**src/rtl/frx_defines.vh**
```
`ifndef FRX_DEFINES_VH
`define FRX_DEFINES_VH

// Five-bit code-groups, sent oldest bit in bit 4
`define FRX_SYM_W       5
`define FRX_NIB_W       4
`define FRX_CG_IDLE     5'h1F
`define FRX_CG_J        5'h18
`define FRX_CG_K        5'h11
`define FRX_CG_T        5'h0D
`define FRX_CG_R        5'h07
`define FRX_CG_JK       10'h311
`define FRX_NIB_PRE     4'h5
`define FRX_NIB_BAD     4'hE
`define FRX_NIB_ZERO    4'h0

// Descrambler key register and its taps
`define FRX_KEY_W       11
`define FRX_TAP_A       10
`define FRX_TAP_B       8
`define FRX_LOCK_GROUPS 4'hC
`define FRX_IDLE_BITS   7'h3A
`define FRX_RUN_MAX     7'h7F

// Times in microseconds and the clock rate
`define FRX_CLK_MHZ     25
`define FRX_HOLD_US     722
`define FRX_LINK_US     395

// FIFO entry: {crs, dv, er, nibble}
`define FRX_ENT_W       7
`define FRX_ENT_CRS     6
`define FRX_ENT_DV      5
`define FRX_ENT_ER      4
`define FRX_FIFO_DEPTH  8
`define FRX_CNT_W       16

`endif

```
**src/rtl/frx_pcs.v**
```verilog
`include "frx_defines.vh"

module frx_fifo #(
    parameter W     = `FRX_ENT_W,
    parameter DEPTH = `FRX_FIFO_DEPTH,
    parameter AW    = 3
) (
    input  wire         i_clk,    // Clock
    input  wire         i_rst_n,  // Synchronised reset, active low
    input  wire         i_ce,     // Clock enable
    input  wire         i_valid,  // Write request
    output wire         o_ready,  // Not full
    input  wire [W-1:0] i_data,   // Write data
    output wire         o_valid,  // Not empty
    input  wire         i_ready,  // Read accept
    output wire [W-1:0] o_data    // Head entry
);
    reg [W-1:0]  mem [0:DEPTH-1];
    reg [AW-1:0] wp_q;
    reg [AW-1:0] rp_q;
    reg [AW:0]   cnt_q;
    wire         push;
    wire         pop;

    assign o_ready = (cnt_q != DEPTH[AW:0]);
    assign o_valid = (cnt_q != {(AW+1){1'b0}});
    assign push    = i_valid & o_ready;
    assign pop     = o_valid & i_ready;
    assign o_data  = mem[rp_q];

    always @(posedge i_clk) begin
        if (i_ce && push) begin
            mem[wp_q] <= i_data;
        end
    end

    always @(posedge i_clk or negedge i_rst_n) begin
        if (!i_rst_n) begin
            wp_q  <= {AW{1'b0}};
            rp_q  <= {AW{1'b0}};
            cnt_q <= {(AW+1){1'b0}};
        end else if (i_ce) begin
            if (push) begin
                wp_q <= (wp_q == DEPTH[AW-1:0] - 1'b1) ? {AW{1'b0}}
                                                      : wp_q + 1'b1;
            end
            if (pop) begin
                rp_q <= (rp_q == DEPTH[AW-1:0] - 1'b1) ? {AW{1'b0}}
                                                      : rp_q + 1'b1;
            end
            if (push && !pop) begin
                cnt_q <= cnt_q + 1'b1;
            end else if (pop && !push) begin
                cnt_q <= cnt_q - 1'b1;
            end
        end
    end
endmodule

// Summary of operation
// - Line bits gathered into five-bit symbols
// - Frame delivered as four-bit MII nibbles
// - Descramble by XOR with key, idle-based lock
// - Lock after twelve consecutive idle code-groups
// - Lock starts a 722 us hold countdown
// - 58 idle bit times restart the countdown
// - Hold expiry drops lock and resyncs
// - Alignment fed by descrambler or bypass path
// - J/K pair fixes the symbol boundary
// - J/K becomes 0101 0101, then table decode
// - Decode stops on T/R or two idles
// - Link up after 395 us signal detect
// - Link pulses never count as signal detect
// - Idle to non-idle without J/K is bad
// - Bad start gives error and 1110 nibbles
// - Each bad start bumps false carrier count, which saturates at all ones
// - Two idles end error and carrier sense
// - Fiber mode from strap or management write
// - Control codes inside data flag an error
// - End delimiter is 01101 then 00111
// - Key from closed-loop 11-bit LFSR
// - Fiber mode bypasses the descrambler
module frx_pcs #(
    parameter HOLD_CYC = `FRX_HOLD_US * `FRX_CLK_MHZ,
    parameter LINK_CYC = `FRX_LINK_US * `FRX_CLK_MHZ
) (
    input  wire                  i_clk,          // 25 MHz symbol clock
    input  wire                  i_reset_n,      // Async reset, active low
    input  wire                  i_ce,           // Clock enable
    input  wire [`FRX_SYM_W-1:0] i_rx_bits,      // Five NRZ line bits
    input  wire                  i_sig_det,      // Signal detect level
    input  wire                  i_fiber_strap,  // Fiber strap pin
    input  wire                  i_fiber_wr,     // Management write pulse
    input  wire                  i_fiber_wdata,  // Fiber mode value
    input  wire                  i_mii_ready,    // MII side takes nibble
    output reg  [`FRX_NIB_W-1:0] o_rxd,          // Receive nibble
    output reg                   o_rx_dv,        // Receive data valid
    output reg                   o_rx_er,        // Receive error
    output reg                   o_crs,          // Carrier sense
    output wire                  o_fifo_ready,   // Buffer has room
    output reg                   o_link_up,      // Link monitor state
    output reg                   o_locked,       // Descrambler lock
    output reg                   o_fiber_mode,   // Fiber mode active
    output reg  [`FRX_CNT_W-1:0] o_false_carrier_event_counter // Count
);
    localparam ST_IDLE = 3'b001;
    localparam ST_RX   = 3'b010;
    localparam ST_BAD  = 3'b100;

    reg                   rst_m_q;
    reg                   rst_n;
    reg [`FRX_SYM_W-1:0]  bits_m_q;
    reg [`FRX_SYM_W-1:0]  bits_q;
    reg [2:0]             sdet_m_q;
    reg [2:0]             sdet_q;
    reg [2:0]             strap_done_q;
    reg [15:0]            link_cnt_q;
    reg [`FRX_KEY_W-1:0]  key_q;
    reg [`FRX_KEY_W-1:0]  key_d;
    reg [3:0]             lock_cnt_q;
    reg [15:0]            hold_cnt_q;
    reg [6:0]             run_q;
    reg [6:0]             run_d;
    reg                   match;
    reg                   pb;
    reg [`FRX_SYM_W-1:0]  ds;
    reg [`FRX_SYM_W-1:0]  p1_q;
    reg [`FRX_SYM_W-1:0]  p2_q;
    reg [`FRX_SYM_W-1:0]  p3_q;
    reg [`FRX_SYM_W-1:0]  symd_q;
    reg [2:0]             off_q;
    reg [2:0]             jo;
    reg                   jk;
    reg [2:0]             st_q;
    reg                   first_q;
    reg                   wr_en;
    reg [`FRX_ENT_W-1:0]  wr_data;
    reg [`FRX_NIB_W:0]    dec;
    integer               i;
    integer               j;
    wire [`FRX_SYM_W-1:0] ua;
    wire [14:0]           hist;
    wire [9:0]            win;
    wire [`FRX_SYM_W-1:0] sym;
    wire                  act;
    wire                  f_valid;
    wire [`FRX_ENT_W-1:0] f_data;
    wire                  bad_ssd;
    wire                  end_pair;

    function [`FRX_NIB_W:0] f_dec;
        input [`FRX_SYM_W-1:0] s;
        begin
            case (s)
                5'h1E:   f_dec = 5'h00;
                5'h09:   f_dec = 5'h01;
                5'h14:   f_dec = 5'h02;
                5'h15:   f_dec = 5'h03;
                5'h0A:   f_dec = 5'h04;
                5'h0B:   f_dec = 5'h05;
                5'h0E:   f_dec = 5'h06;
                5'h0F:   f_dec = 5'h07;
                5'h12:   f_dec = 5'h08;
                5'h13:   f_dec = 5'h09;
                5'h16:   f_dec = 5'h0A;
                5'h17:   f_dec = 5'h0B;
                5'h1A:   f_dec = 5'h0C;
                5'h1B:   f_dec = 5'h0D;
                5'h1C:   f_dec = 5'h0E;
                5'h1D:   f_dec = 5'h0F;
                default: f_dec = {1'b1, `FRX_NIB_ZERO};
            endcase
        end
    endfunction

    always @(posedge i_clk or negedge i_reset_n) begin
        if (!i_reset_n) begin
            rst_m_q <= 1'b0;
            rst_n   <= 1'b0;
        end else begin
            rst_m_q <= 1'b1;
            rst_n   <= rst_m_q;
        end
    end

    // Line bits, signal detect and strap cross two flops before any logic looks at them
    always @(posedge i_clk or negedge rst_n) begin
        if (!rst_n) begin
            bits_m_q <= `FRX_CG_IDLE;
            bits_q   <= `FRX_CG_IDLE;
            sdet_m_q <= 3'h0;
            sdet_q   <= 3'h0;
        end else if (i_ce) begin
            bits_m_q <= i_rx_bits;
            bits_q   <= bits_m_q;
            sdet_m_q <= {i_fiber_wdata, i_fiber_strap, i_sig_det};
            sdet_q   <= sdet_m_q;
        end
    end

    always @(posedge i_clk or negedge rst_n) begin
        if (!rst_n) begin
            strap_done_q <= 3'h0;
            o_fiber_mode <= 1'b0;
        end else if (i_ce) begin
            if (!strap_done_q[2]) begin
                strap_done_q <= {strap_done_q[1:0], 1'b1};
                o_fiber_mode <= sdet_q[1];
            end else if (i_fiber_wr) begin
                o_fiber_mode <= i_fiber_wdata;
            end
        end
    end

    // Analog front end keeps link pulses off signal detect
    always @(posedge i_clk or negedge rst_n) begin
        if (!rst_n) begin
            link_cnt_q <= 16'h0000;
            o_link_up  <= 1'b0;
        end else if (i_ce) begin
            if (!sdet_q[0]) begin
                link_cnt_q <= 16'h0000;
                o_link_up  <= 1'b0;
            end else if (link_cnt_q >= LINK_CYC[15:0] - 1'b1) begin
                o_link_up  <= 1'b1;
            end else begin
                link_cnt_q <= link_cnt_q + 1'b1;
            end
        end
    end

    // Bit 4 is the oldest line bit; key advances once per bit
    always @* begin
        key_d = key_q;
        match = 1'b1;
        ds    = `FRX_CG_IDLE;
        run_d = run_q;
        pb    = 1'b0;
        for (i = `FRX_SYM_W - 1; i >= 0; i = i - 1) begin
            pb = key_d[`FRX_TAP_A] ^ key_d[`FRX_TAP_B];
            if (o_locked) begin
                ds[i] = bits_q[i] ^ pb;
                key_d = {key_d[`FRX_KEY_W-2:0], pb};
            end else begin
                match = match & (pb == ~bits_q[i]);
                key_d = {key_d[`FRX_KEY_W-2:0], ~bits_q[i]};
            end
            if (ds[i] && run_d != `FRX_RUN_MAX) begin
                run_d = run_d + 1'b1;
            end else if (!ds[i]) begin
                run_d = 7'h00;
            end
        end
    end

    always @(posedge i_clk or negedge rst_n) begin
        if (!rst_n) begin
            key_q      <= {`FRX_KEY_W{1'b0}};
            lock_cnt_q <= 4'h0;
            hold_cnt_q <= 16'h0000;
            run_q      <= 7'h00;
            o_locked   <= 1'b0;
        end else if (i_ce) begin
            key_q <= key_d;
            run_q <= run_d;
            if (!o_link_up || o_fiber_mode) begin
                lock_cnt_q <= 4'h0;
                o_locked   <= 1'b0;
            end else if (!o_locked) begin
                lock_cnt_q <= match ? lock_cnt_q + 1'b1 : 4'h0;
                if (match && lock_cnt_q == `FRX_LOCK_GROUPS - 1'b1) begin
                    o_locked   <= 1'b1;
                    hold_cnt_q <= HOLD_CYC[15:0];
                end
            end else if (run_d >= `FRX_IDLE_BITS) begin
                hold_cnt_q <= HOLD_CYC[15:0];
            end else if (hold_cnt_q == 16'h0001) begin
                o_locked   <= 1'b0;
                lock_cnt_q <= 4'h0;
                key_q      <= {`FRX_KEY_W{1'b0}};
            end else begin
                hold_cnt_q <= hold_cnt_q - 1'b1;
            end
        end
    end

    assign ua   = o_fiber_mode ? bits_q : ds;
    assign hist = {p2_q, p1_q, ua};
    assign win  = {p1_q, ua};
    assign sym  = win[9 - off_q -: `FRX_SYM_W];
    assign act  = o_link_up && (o_fiber_mode || o_locked);
    assign bad_ssd  = p3_q == `FRX_CG_IDLE && p2_q != `FRX_CG_IDLE
                      && !jk;
    assign end_pair = !first_q && ((symd_q == `FRX_CG_T
                      && sym == `FRX_CG_R)
                      || (symd_q == `FRX_CG_IDLE
                      && sym == `FRX_CG_IDLE));

    always @* begin
        jk = 1'b0;
        jo = 3'h0;
        for (j = `FRX_SYM_W - 1; j >= 0; j = j - 1) begin
            if (hist[14 - j -: 10] == `FRX_CG_JK) begin
                jk = 1'b1;
                jo = j[2:0];
            end
        end
    end

    always @* begin
        dec     = f_dec(symd_q);
        wr_en   = 1'b0;
        wr_data = {`FRX_ENT_W{1'b0}};
        case (st_q)
            ST_IDLE: begin
                if (act && jk) begin
                    wr_en   = 1'b1;
                    wr_data = {3'b110, `FRX_NIB_PRE};
                end else if (act && bad_ssd) begin
                    wr_en   = 1'b1;
                    wr_data = {3'b101, `FRX_NIB_BAD};
                end
            end
            ST_RX: begin
                wr_en = act && !end_pair;
                if (first_q) begin
                    wr_data = {3'b110, `FRX_NIB_PRE};
                end else begin
                    wr_data = {2'b11, dec};
                end
            end
            ST_BAD: begin
                wr_en   = act && !(p1_q == `FRX_CG_IDLE
                          && p2_q == `FRX_CG_IDLE);
                wr_data = {3'b101, `FRX_NIB_BAD};
            end
            default: begin
                wr_en = 1'b0;
            end
        endcase
    end

    // A full buffer drops nibbles; o_fifo_ready lets the system see it
    always @(posedge i_clk or negedge rst_n) begin
        if (!rst_n) begin
            p1_q    <= `FRX_CG_IDLE;
            p2_q    <= `FRX_CG_IDLE;
            p3_q    <= `FRX_CG_IDLE;
            symd_q  <= `FRX_CG_IDLE;
            off_q   <= 3'h0;
            st_q    <= ST_IDLE;
            first_q <= 1'b0;
            o_false_carrier_event_counter <= {`FRX_CNT_W{1'b0}};
        end else if (i_ce) begin
            p1_q    <= ua;
            p2_q    <= p1_q;
            p3_q    <= p2_q;
            symd_q  <= sym;
            first_q <= 1'b0;
            if (!act) begin
                st_q  <= ST_IDLE;
                off_q <= 3'h0;
            end else begin
                case (st_q)
                    ST_IDLE: begin
                        if (jk) begin
                            off_q   <= jo;
                            first_q <= 1'b1;
                            st_q    <= ST_RX;
                        end else if (bad_ssd) begin
                            st_q <= ST_BAD;
                            if (~&o_false_carrier_event_counter) begin
                                o_false_carrier_event_counter <=
                                    o_false_carrier_event_counter
                                    + 1'b1;
                            end
                        end
                    end
                    ST_RX: begin
                        if (end_pair) begin
                            st_q <= ST_IDLE;
                        end
                    end
                    ST_BAD: begin
                        if (!wr_en) begin
                            st_q <= ST_IDLE;
                        end
                    end
                    default: begin
                        st_q <= ST_IDLE;
                    end
                endcase
            end
        end
    end

    frx_fifo #(
        .W     (`FRX_ENT_W),
        .DEPTH (`FRX_FIFO_DEPTH),
        .AW    (3)
    ) u_fifo (
        .i_clk   (i_clk),
        .i_rst_n (rst_n),
        .i_ce    (i_ce),
        .i_valid (wr_en),
        .o_ready (o_fifo_ready),
        .i_data  (wr_data),
        .o_valid (f_valid),
        .i_ready (i_mii_ready),
        .o_data  (f_data)
    );

    always @(posedge i_clk or negedge rst_n) begin
        if (!rst_n) begin
            o_rxd   <= `FRX_NIB_ZERO;
            o_rx_dv <= 1'b0;
            o_rx_er <= 1'b0;
            o_crs   <= 1'b0;
        end else if (i_ce && i_mii_ready) begin
            o_rxd   <= f_valid ? f_data[`FRX_NIB_W-1:0] : `FRX_NIB_ZERO;
            o_rx_dv <= f_valid & f_data[`FRX_ENT_DV];
            o_rx_er <= f_valid & f_data[`FRX_ENT_ER];
            o_crs   <= f_valid & f_data[`FRX_ENT_CRS];
        end
    end
endmodule

```
**config.mk**
```make
export PLATFORM = sky130hd
export DESIGN_NAME = frx_pcs
export DESIGN_NICKNAME = d
export VERILOG_FILES = /design/src/rtl/frx_pcs.v
export VERILOG_INCLUDE_DIRS = /design/src /design/src/rtl
export SDC_FILE = /design/constraint.sdc
export NUM_CORES = 1
export LEC_CHECK = 0
export ABC_CLOCK_PERIOD_IN_PS = 7450
export BUFFER_PORTS_ARGS = -buffer_cell sky130_fd_sc_hd__buf_2
export CAP_MARGIN = 20
export CORE_UTILIZATION = 60
export CTS_BUF_LIST = sky130_fd_sc_hd__clkbuf_4 sky130_fd_sc_hd__clkbuf_8
export CTS_CLUSTER_SIZE = 10
export DETAILED_ROUTE_END_ITERATION = 8
export GPL_TIMING_DRIVEN = 0
export MAX_ROUTING_LAYER = met4
export PLACE_DENSITY = 0.79
export RECOVER_POWER = 25
export SETUP_SLACK_MARGIN = 0.5
export SLEW_MARGIN = 30
export SYNTH_ARGS = -nofsm -noshare
export SYNTH_HDL_FRONTEND = slang
export SYNTH_HIERARCHICAL = 1
export SYNTH_SLANG_ARGS = --single-unit
```
**constraint.sdc**
```tcl
create_clock -name i_clk -period 7.45 [get_ports i_clk]
set_input_delay 1.49 -clock i_clk [delete_from_list [all_inputs] [get_ports i_clk]]
set_output_delay 1.49 -clock i_clk [all_outputs]
set_load 0.05 [all_outputs]
```
Word level (Yosys, flattened, before mapping)
Memories as Yosys holds them, arrays and structs flattened.
Index checks and enable logic that the tools add are counted.
- add/sub/neg operators: 14
- order comparisons: 2
- equality and inequality tests: 42
- shift-type cells: 1
- multiplexer cells: 87
- bitwise operators: 28
- reduce and logical (&&, ||, !) cells: 47
- operator list (cell ; count):
    16-bit two-way mux ; 6
    7-bit two-way mux ; 12
    10-bit == test (second input constant) ; 5
    3-bit two-way mux ; 16
    11-bit two-way mux ; 4
    1-bit two-way mux ; 36
    7-bit by 1-bit adder with 7-bit output (second input constant) ; 5
    7-bit inequality test (second input constant) ; 5
    14-bit by 33-bit variable part select with 5-bit output ; 1
    16-bit by 1-bit adder with 16-bit output (second input constant) ; 2
    4-bit two-way mux ; 8
    5-bit == test (second input constant) ; 5
    1-bit logical AND ; 21
    7-bit one-hot mux with 3 select lines ; 1
    16-bit by 1-bit == test with 1-bit output (second input constant) ; 1
    16-bit by 14-bit greater-or-equal comparator with 1-bit output (second input constant) ; 1
    16-bit AND reduction ; 1
    16-bit by 1-bit subtractor with 16-bit output (second input constant) ; 1
    2-bit AND reduction ; 7
    3-bit inequality test (second input constant) ; 4
    5-bit two-way mux ; 2
    1-bit bitwise XOR ; 10
    1-bit bitwise AND ; 9
    3-bit == test (second input constant) ; 3
    other kinds (26) ; 55
- register bits after elaboration: 136
- RAM bits: 56
- ROM bits: 160
- input bits: 13
- output and inout bits: 27
- word-level logic and storage cells: 254
- memories: 2
- memories (name ; words ; bits a word ; read ports ; clocked after Yosys merged registers in ; write ports ; RTL line ; source):
    (name not given) ; 32 ; 5 ; 1 ; 0 ; 0 ; frx_pcs.v:154 ; case (s)
    u_fifo.mem ; 8 ; 7 ; 1 ; 0 ; 1 ; frx_pcs.v:18 ; reg [W-1:0] mem [0:DEPTH-1];

Longest topological paths before layout
- depth in word-level cells: 21
- depth in mapped cells: 33
- gate-level depth less buffers: 31

Hierarchy
The synthesis kept the hierarchy.
- by module, submodules not included (module ; instances ; cells an instance ; area an instance (um^2) ; sequential area each (um^2)):
    frx_pcs ; 1 ; 870 ; 7950.1 ; 3191.8
    frx_fifo ; 1 ; 146 ; 2855.2 ; 1931.9

Worst setup path before layout
Ideal clock, no wire load.
- kind: reg-to-reg
- start point: register bits_q[4]
- end point: register hold_cnt_q[11]
- setup time: 133 ps
- data arrival time: 7179 ps
- data required time: 7317 ps
- setup slack: 138 ps
- stages on the path, launching flop included: 31
- path buffers: 2
- period minus slack after synthesis: 7312 ps
- path through: dfstp_2 xnor3_1 and2_1 clkbuf_1 or3_1 inv_2 ha_1 clkbuf_1 nand2_1 o21ai_2 and3_1 ha_1 o211ai_1 a311oi_1 o21bai_1 nor2_1 mux2i_1 ha_1 inv_1 a211o_1 nor4_4 mux2i_1 nor2_1 ha_1 inv_1 or3_1 o22ai_1 a41oi_4 o31ai_2 a21boi_1 o22ai_1
- longest elaborated chain between the ends: 19
- elaborated cells on any way between the ends: 43
- classes of those cells: add/sub: 4; order compare: 1; eq/ne: 6; mux: 18; bitwise: 6; reduce/logical: 8
- RTL lines (what ; RTL line ; source):
    start: declaration ; frx_pcs.v:113 ; reg [`FRX_SYM_W-1:0] bits_q;
    start signal: assignment ; frx_pcs.v:190 ; bits_q <= `FRX_CG_IDLE;
    start signal: assignment ; frx_pcs.v:195 ; bits_q <= bits_m_q;
    parallel branches: the longest is 19 deep, another holds 7-bit by 1-bit adder with 7-bit output ; - ;
    end signal: assignment ; frx_pcs.v:273 ; hold_cnt_q <= HOLD_CYC[15:0];
    end signal: assignment ; frx_pcs.v:276 ; hold_cnt_q <= HOLD_CYC[15:0];
    end signal: assignment ; frx_pcs.v:282 ; hold_cnt_q <= hold_cnt_q - 1'b1;
    end: declaration ; frx_pcs.v:121 ; reg [15:0] hold_cnt_q;
Several ways; the timed one is not identified.
A chain may end at the register's enable or synchronous reset.

Worst setup path after layout
Same ends and word-level chain as after synthesis.

==> flow_metrics.env <==
export IMPL_fp_coreArea_sq_um=17400
export IMPL_drive_gt1_share_pct=24.4
export IMPL_hp_start="rst_m_q$_DFF_PN0_"
export IMPL_skew_ns=0.0191
export IMPL_hold_path_end="rst_n$_DFF_PN0_"
export IMPL_critPathMaxStageDelay_ns=0.56
export IMPL_die_h_um=136
export IMPL_vias_per_cell=6.16
export IMPL_grt_max_degree=50
export IMPL_syn2layout_area_growth_pct=14.4
export IMPL_grt_antenna_before_repair=0
export IMPL_finalCritPeriodShare_pct=91.9
export IMPL_setup_viol=0
export IMPL_synthSimpleGateAreaFrac_pct=17.1
export IMPL_synth_compound_area_share_pct=14.5
export IMPL_end_kind="register"
export IMPL_wl_met1_um=10700
export IMPL_antenna_left=0
export IMPL_whs_path_depth=0
export IMPL_cpMostUsedCell="nor2_2"
export IMPL_fin_nets=1156
export IMPL_reg2reg_from="bits_q[4]$_DFFE_PN1P_"
export IMPL_grt_pass1_wl_um=38800
export IMPL_cts_root_buf="clkbuf_8"
export IMPL_crit_fanout=5
export IMPL_finalInstanceArea_sq_um=12400
export IMPL_layout_common_cells="nand2_1 (108), dfrtp_1 (103), nor2_1 (80)"
export IMPL_dr_first_iter_drc_count=721
export IMPL_fin_crit_ns=6.85
export IMPL_rsz0062_at_grt="yes"
export IMPL_tritoncts="done"
export IMPL_cts_buffers=17
export IMPL_arrival_ns=7.19
export IMPL_synth_area_sq_um=10800
export IMPL_drc=0
export IMPL_max_cap_violations=3
export IMPL_dr_wl_met3_um=962
export IMPL_ys_warn_count=6
export IMPL_ys_seq_area_share_pct=47.4
export IMPL_diodes=0
export IMPL_cp_required_ns=7.79
export IMPL_overflow=0
export IMPL_yosys_register_bits=192
export IMPL_path_delay_family="compound AO/OA/AOI/OAI gates"
export IMPL_yosys_area_share_xor_xnor_pct=3.66
export IMPL_wl_per_cell_um=17.6
export IMPL_p_leak_uw=0.00494
export IMPL_synth_cell_types=93
export IMPL_avgSynthCellArea_sq_um=10.6
export IMPL_rows=48
export IMPL_final_common_cell="nand2_1"
export IMPL_wl_um=23800
export IMPL_wl_met2_um=11800
export IMPL_synthFlopType="dfrtp_1"
export IMPL_r2r_slack_ns=0.60
export IMPL_irDropWorstVdd_v=0.000225
export IMPL_hp_class="register to register"
export IMPL_start_util_pct=62.0
export IMPL_place_congestion=0.934
export IMPL_final_instance_count_excl_fill=1358
export IMPL_insertion_delay_ns=0.47
export IMPL_syn_nets=1052
export IMPL_clk_pin_slew_worst_paths_ns=0.11
export IMPL_hold_violations=0
export IMPL_h_tree_depth=4
export IMPL_first_pass_iters=5
export IMPL_pwr_density_cell_nw_per_um2=283
export IMPL_ctsHoldBuffers=0
export IMPL_worst_setup_path_type="register to register"
export IMPL_die_w_um=136
export IMPL_synth_area_mux_share_pct=12.0
export IMPL_failed_checks="capacitance limit, slew limit"
export IMPL_tightest_slew_ns=2.50
export IMPL_grt_total_usage_pct=27.4
export IMPL_maxSlewViolCount=139
export IMPL_run_status="complete, but fails checks"
export IMPL_startpoint_type="register"
export IMPL_die_area_sq_um=18500
export IMPL_rr_worst_depth=31
export IMPL_max_slew_margin_pct=-67.0
export IMPL_post_place_cells=1282
export IMPL_reg2reg_to="hold_cnt_q[11]$_DFFE_PN0P_"
export IMPL_io_buffers=39
export IMPL_synthCells=1016
export IMPL_synth_edf_count=56
export IMPL_cts_sinks=192
export IMPL_via_count=8360
export IMPL_crit_slowest_cell="dfstp_2"
export IMPL_dpl_hpwl_um=16700
export IMPL_synth_top_family_by_area="simple AND/OR/NAND/NOR gates"
export IMPL_fmax_mhz=146
export IMPL_cts_max_path_buffers=2
export IMPL_top_layer="met4"
export IMPL_grt_pass1_vias=7932
export IMPL_io_pins=40
export IMPL_path_buf_inv=5
export IMPL_synthAdderAreaFrac_pct=2.73
export IMPL_placed_area_sq_um=11400
export IMPL_async_reset_ff_share_pct=70.8
worst max-delay path by stage:
stage	startpoint	endpoint	slack (ns)	cells after the start
2_1_floorplan	bits_q[4]$_DFFE_PN1P_	hold_cnt_q[9]$_DFFE_PN0P_	0.51	31
3_3_place_gp	run_q[1]$_DFFE_PN0P_	hold_cnt_q[11]$_DFFE_PN0P_	-0.72	31
3_5_place_dp	run_q[1]$_DFFE_PN0P_	hold_cnt_q[11]$_DFFE_PN0P_	-0.71	31
4_1_cts	bits_q[4]$_DFFE_PN1P_	hold_cnt_q[12]$_DFFE_PN0P_	0.50	31
5_1_grt	bits_q[4]$_DFFE_PN1P_	hold_cnt_q[6]$_DFFE_PN0P_	0.41	32
6_report	bits_q[4]$_DFFE_PN1P_	hold_cnt_q[11]$_DFFE_PN0P_	0.60	31
metal layers:
metal	track usage, %	vias to the layer above
met4	7.96	0
met2	44.2	238
li1	-	3996
met1	36.0	4092
met5	-	-
met3	4.03	34
worst reg2reg max path: cells and delay by family, from the launching register on:
kind	cells	cell delay, ns
XOR/XNOR	1	0.29
multiplexers	3	0.73
buffers and inverters	5	0.47
adder cells (fa/ha/maj)	4	0.87
AO/OA/AOI/OAI	9	2.04
AND/OR/NAND/NOR	9	1.79
flip-flops	1	0.56
cells by family after synthesis:
kind of cell / count (synthesis)
buffers and inverters: 67
xor gates and xnor gates: 42
DFF: 192
adders and majority gates: 23
AOI/OAI and AO/OA: 225
muxes: 99
other: 1
and+or+nand+nor: 367
state kept, by name, indices dropped and copies added, names as in the netlist, 5 cells and up:
name / flops
bits_m_q: 5
key_q: 11
hold_cnt_q: 16
p2_q: 5
u_fifo/mem: 56
bits_q: 5
run_q: 7
o_false_carrier_event_counter: 16
p3_q: 5
f_dec.s: 5
p1_q: 5
link_cnt_q: 16
report_power, final:
group | leakage [uW] | total [uW] | internal (uW) | switching (uW)
Clock | 0.000206 | 700 | 287 | 413
Sequential | 0.00217 | 1250 | 1170 | 71.3
Combinational | 0.00256 | 1550 | 676 | 879
Total | 0.00494 | 3500 | 2140 | 1360
layout make-up:
type	instances	area, sq um
clock inverters	15	198
inverters	24	92.6
multi-input cells	757	5640
clock buffers	17	234
plain buffers	43	241
repair buffers	85	552
fillers	1276	5050
flip-flops and latches	192	5130
well taps	225	282
per-stage QoR:
stage,util [%],total power [uW],setup TNS [ns],setup slack [ns],hold slack (ns)
5_1_grt,71.0,3690,0,0.411,0.390
4_1_cts,69.7,3350,0,0.502,0.375
6_report,71.0,3500,0,0.604,0.373
3_3_place_gp,64.9,2470,-18.97,-0.724,0.339
2_1_floorplan,-,2230,0,0.510,0.331
3_5_place_dp,65.3,2490,-18.87,-0.706,0.343
synth_stat cells, types with 4 or more instances:
| cell type | number | share of area, % |
|---|---|---|
| nor3_1 | 19 | 0.88 |
| mux2_2 | 55 | 5.7 |
| nor2_1 | 83 | 2.9 |
| buf_1 | 4 | 0.14 |
| nor2b_1 | 8 | 0.46 |
| inv_1 | 21 | 0.73 |
| xnor2_1 | 20 | 1.6 |
| a21oi_1 | 39 | 1.8 |
| or2_2 | 4 | 0.23 |
| a211oi_1 | 10 | 0.69 |
| ha_1 | 22 | 2.5 |
| and4_1 | 5 | 0.41 |
| mux2i_1 | 29 | 2.7 |
| xor2_1 | 20 | 1.6 |
| o21ai_0 | 54 | 2.5 |
| a31oi_1 | 15 | 0.87 |
| a22o_1 | 6 | 0.49 |
| nand2b_1 | 11 | 0.64 |
| and3_1 | 15 | 0.87 |
| a21o_1 | 11 | 0.76 |
| nand4b_1 | 4 | 0.32 |
| nand3_1 | 36 | 1.7 |
| o21ai_1 | 8 | 0.37 |
| a211o_1 | 7 | 0.57 |
| nand2_1 | 110 | 3.8 |
| mux4_1 | 14 | 3.4 |
| o221ai_1 | 4 | 0.32 |
| or3_1 | 10 | 0.58 |
| o211a_1 | 4 | 0.37 |
| nand4_1 | 16 | 0.93 |
| nor4_1 | 10 | 0.58 |
| edfxtp_1 | 56 | 16 |
| o22ai_1 | 7 | 0.41 |
| and2_1 | 13 | 0.75 |
| o211ai_1 | 7 | 0.49 |
| clkbuf_1 | 34 | 1.2 |
| or4_1 | 6 | 0.42 |
| dfrtp_1 | 105 | 24 |
| o31ai_1 | 6 | 0.42 |
| o21a_1 | 5 | 0.35 |
| dfstp_2 | 31 | 7.5 |
timing repair:
action	in CTS	in global routing
cloned	0	0
buffers inserted	29	15
gates resized for setup	31	31
pin swaps	21	20
setup endpoints to repair	39	32
Power figures use the tool's default switching activity.
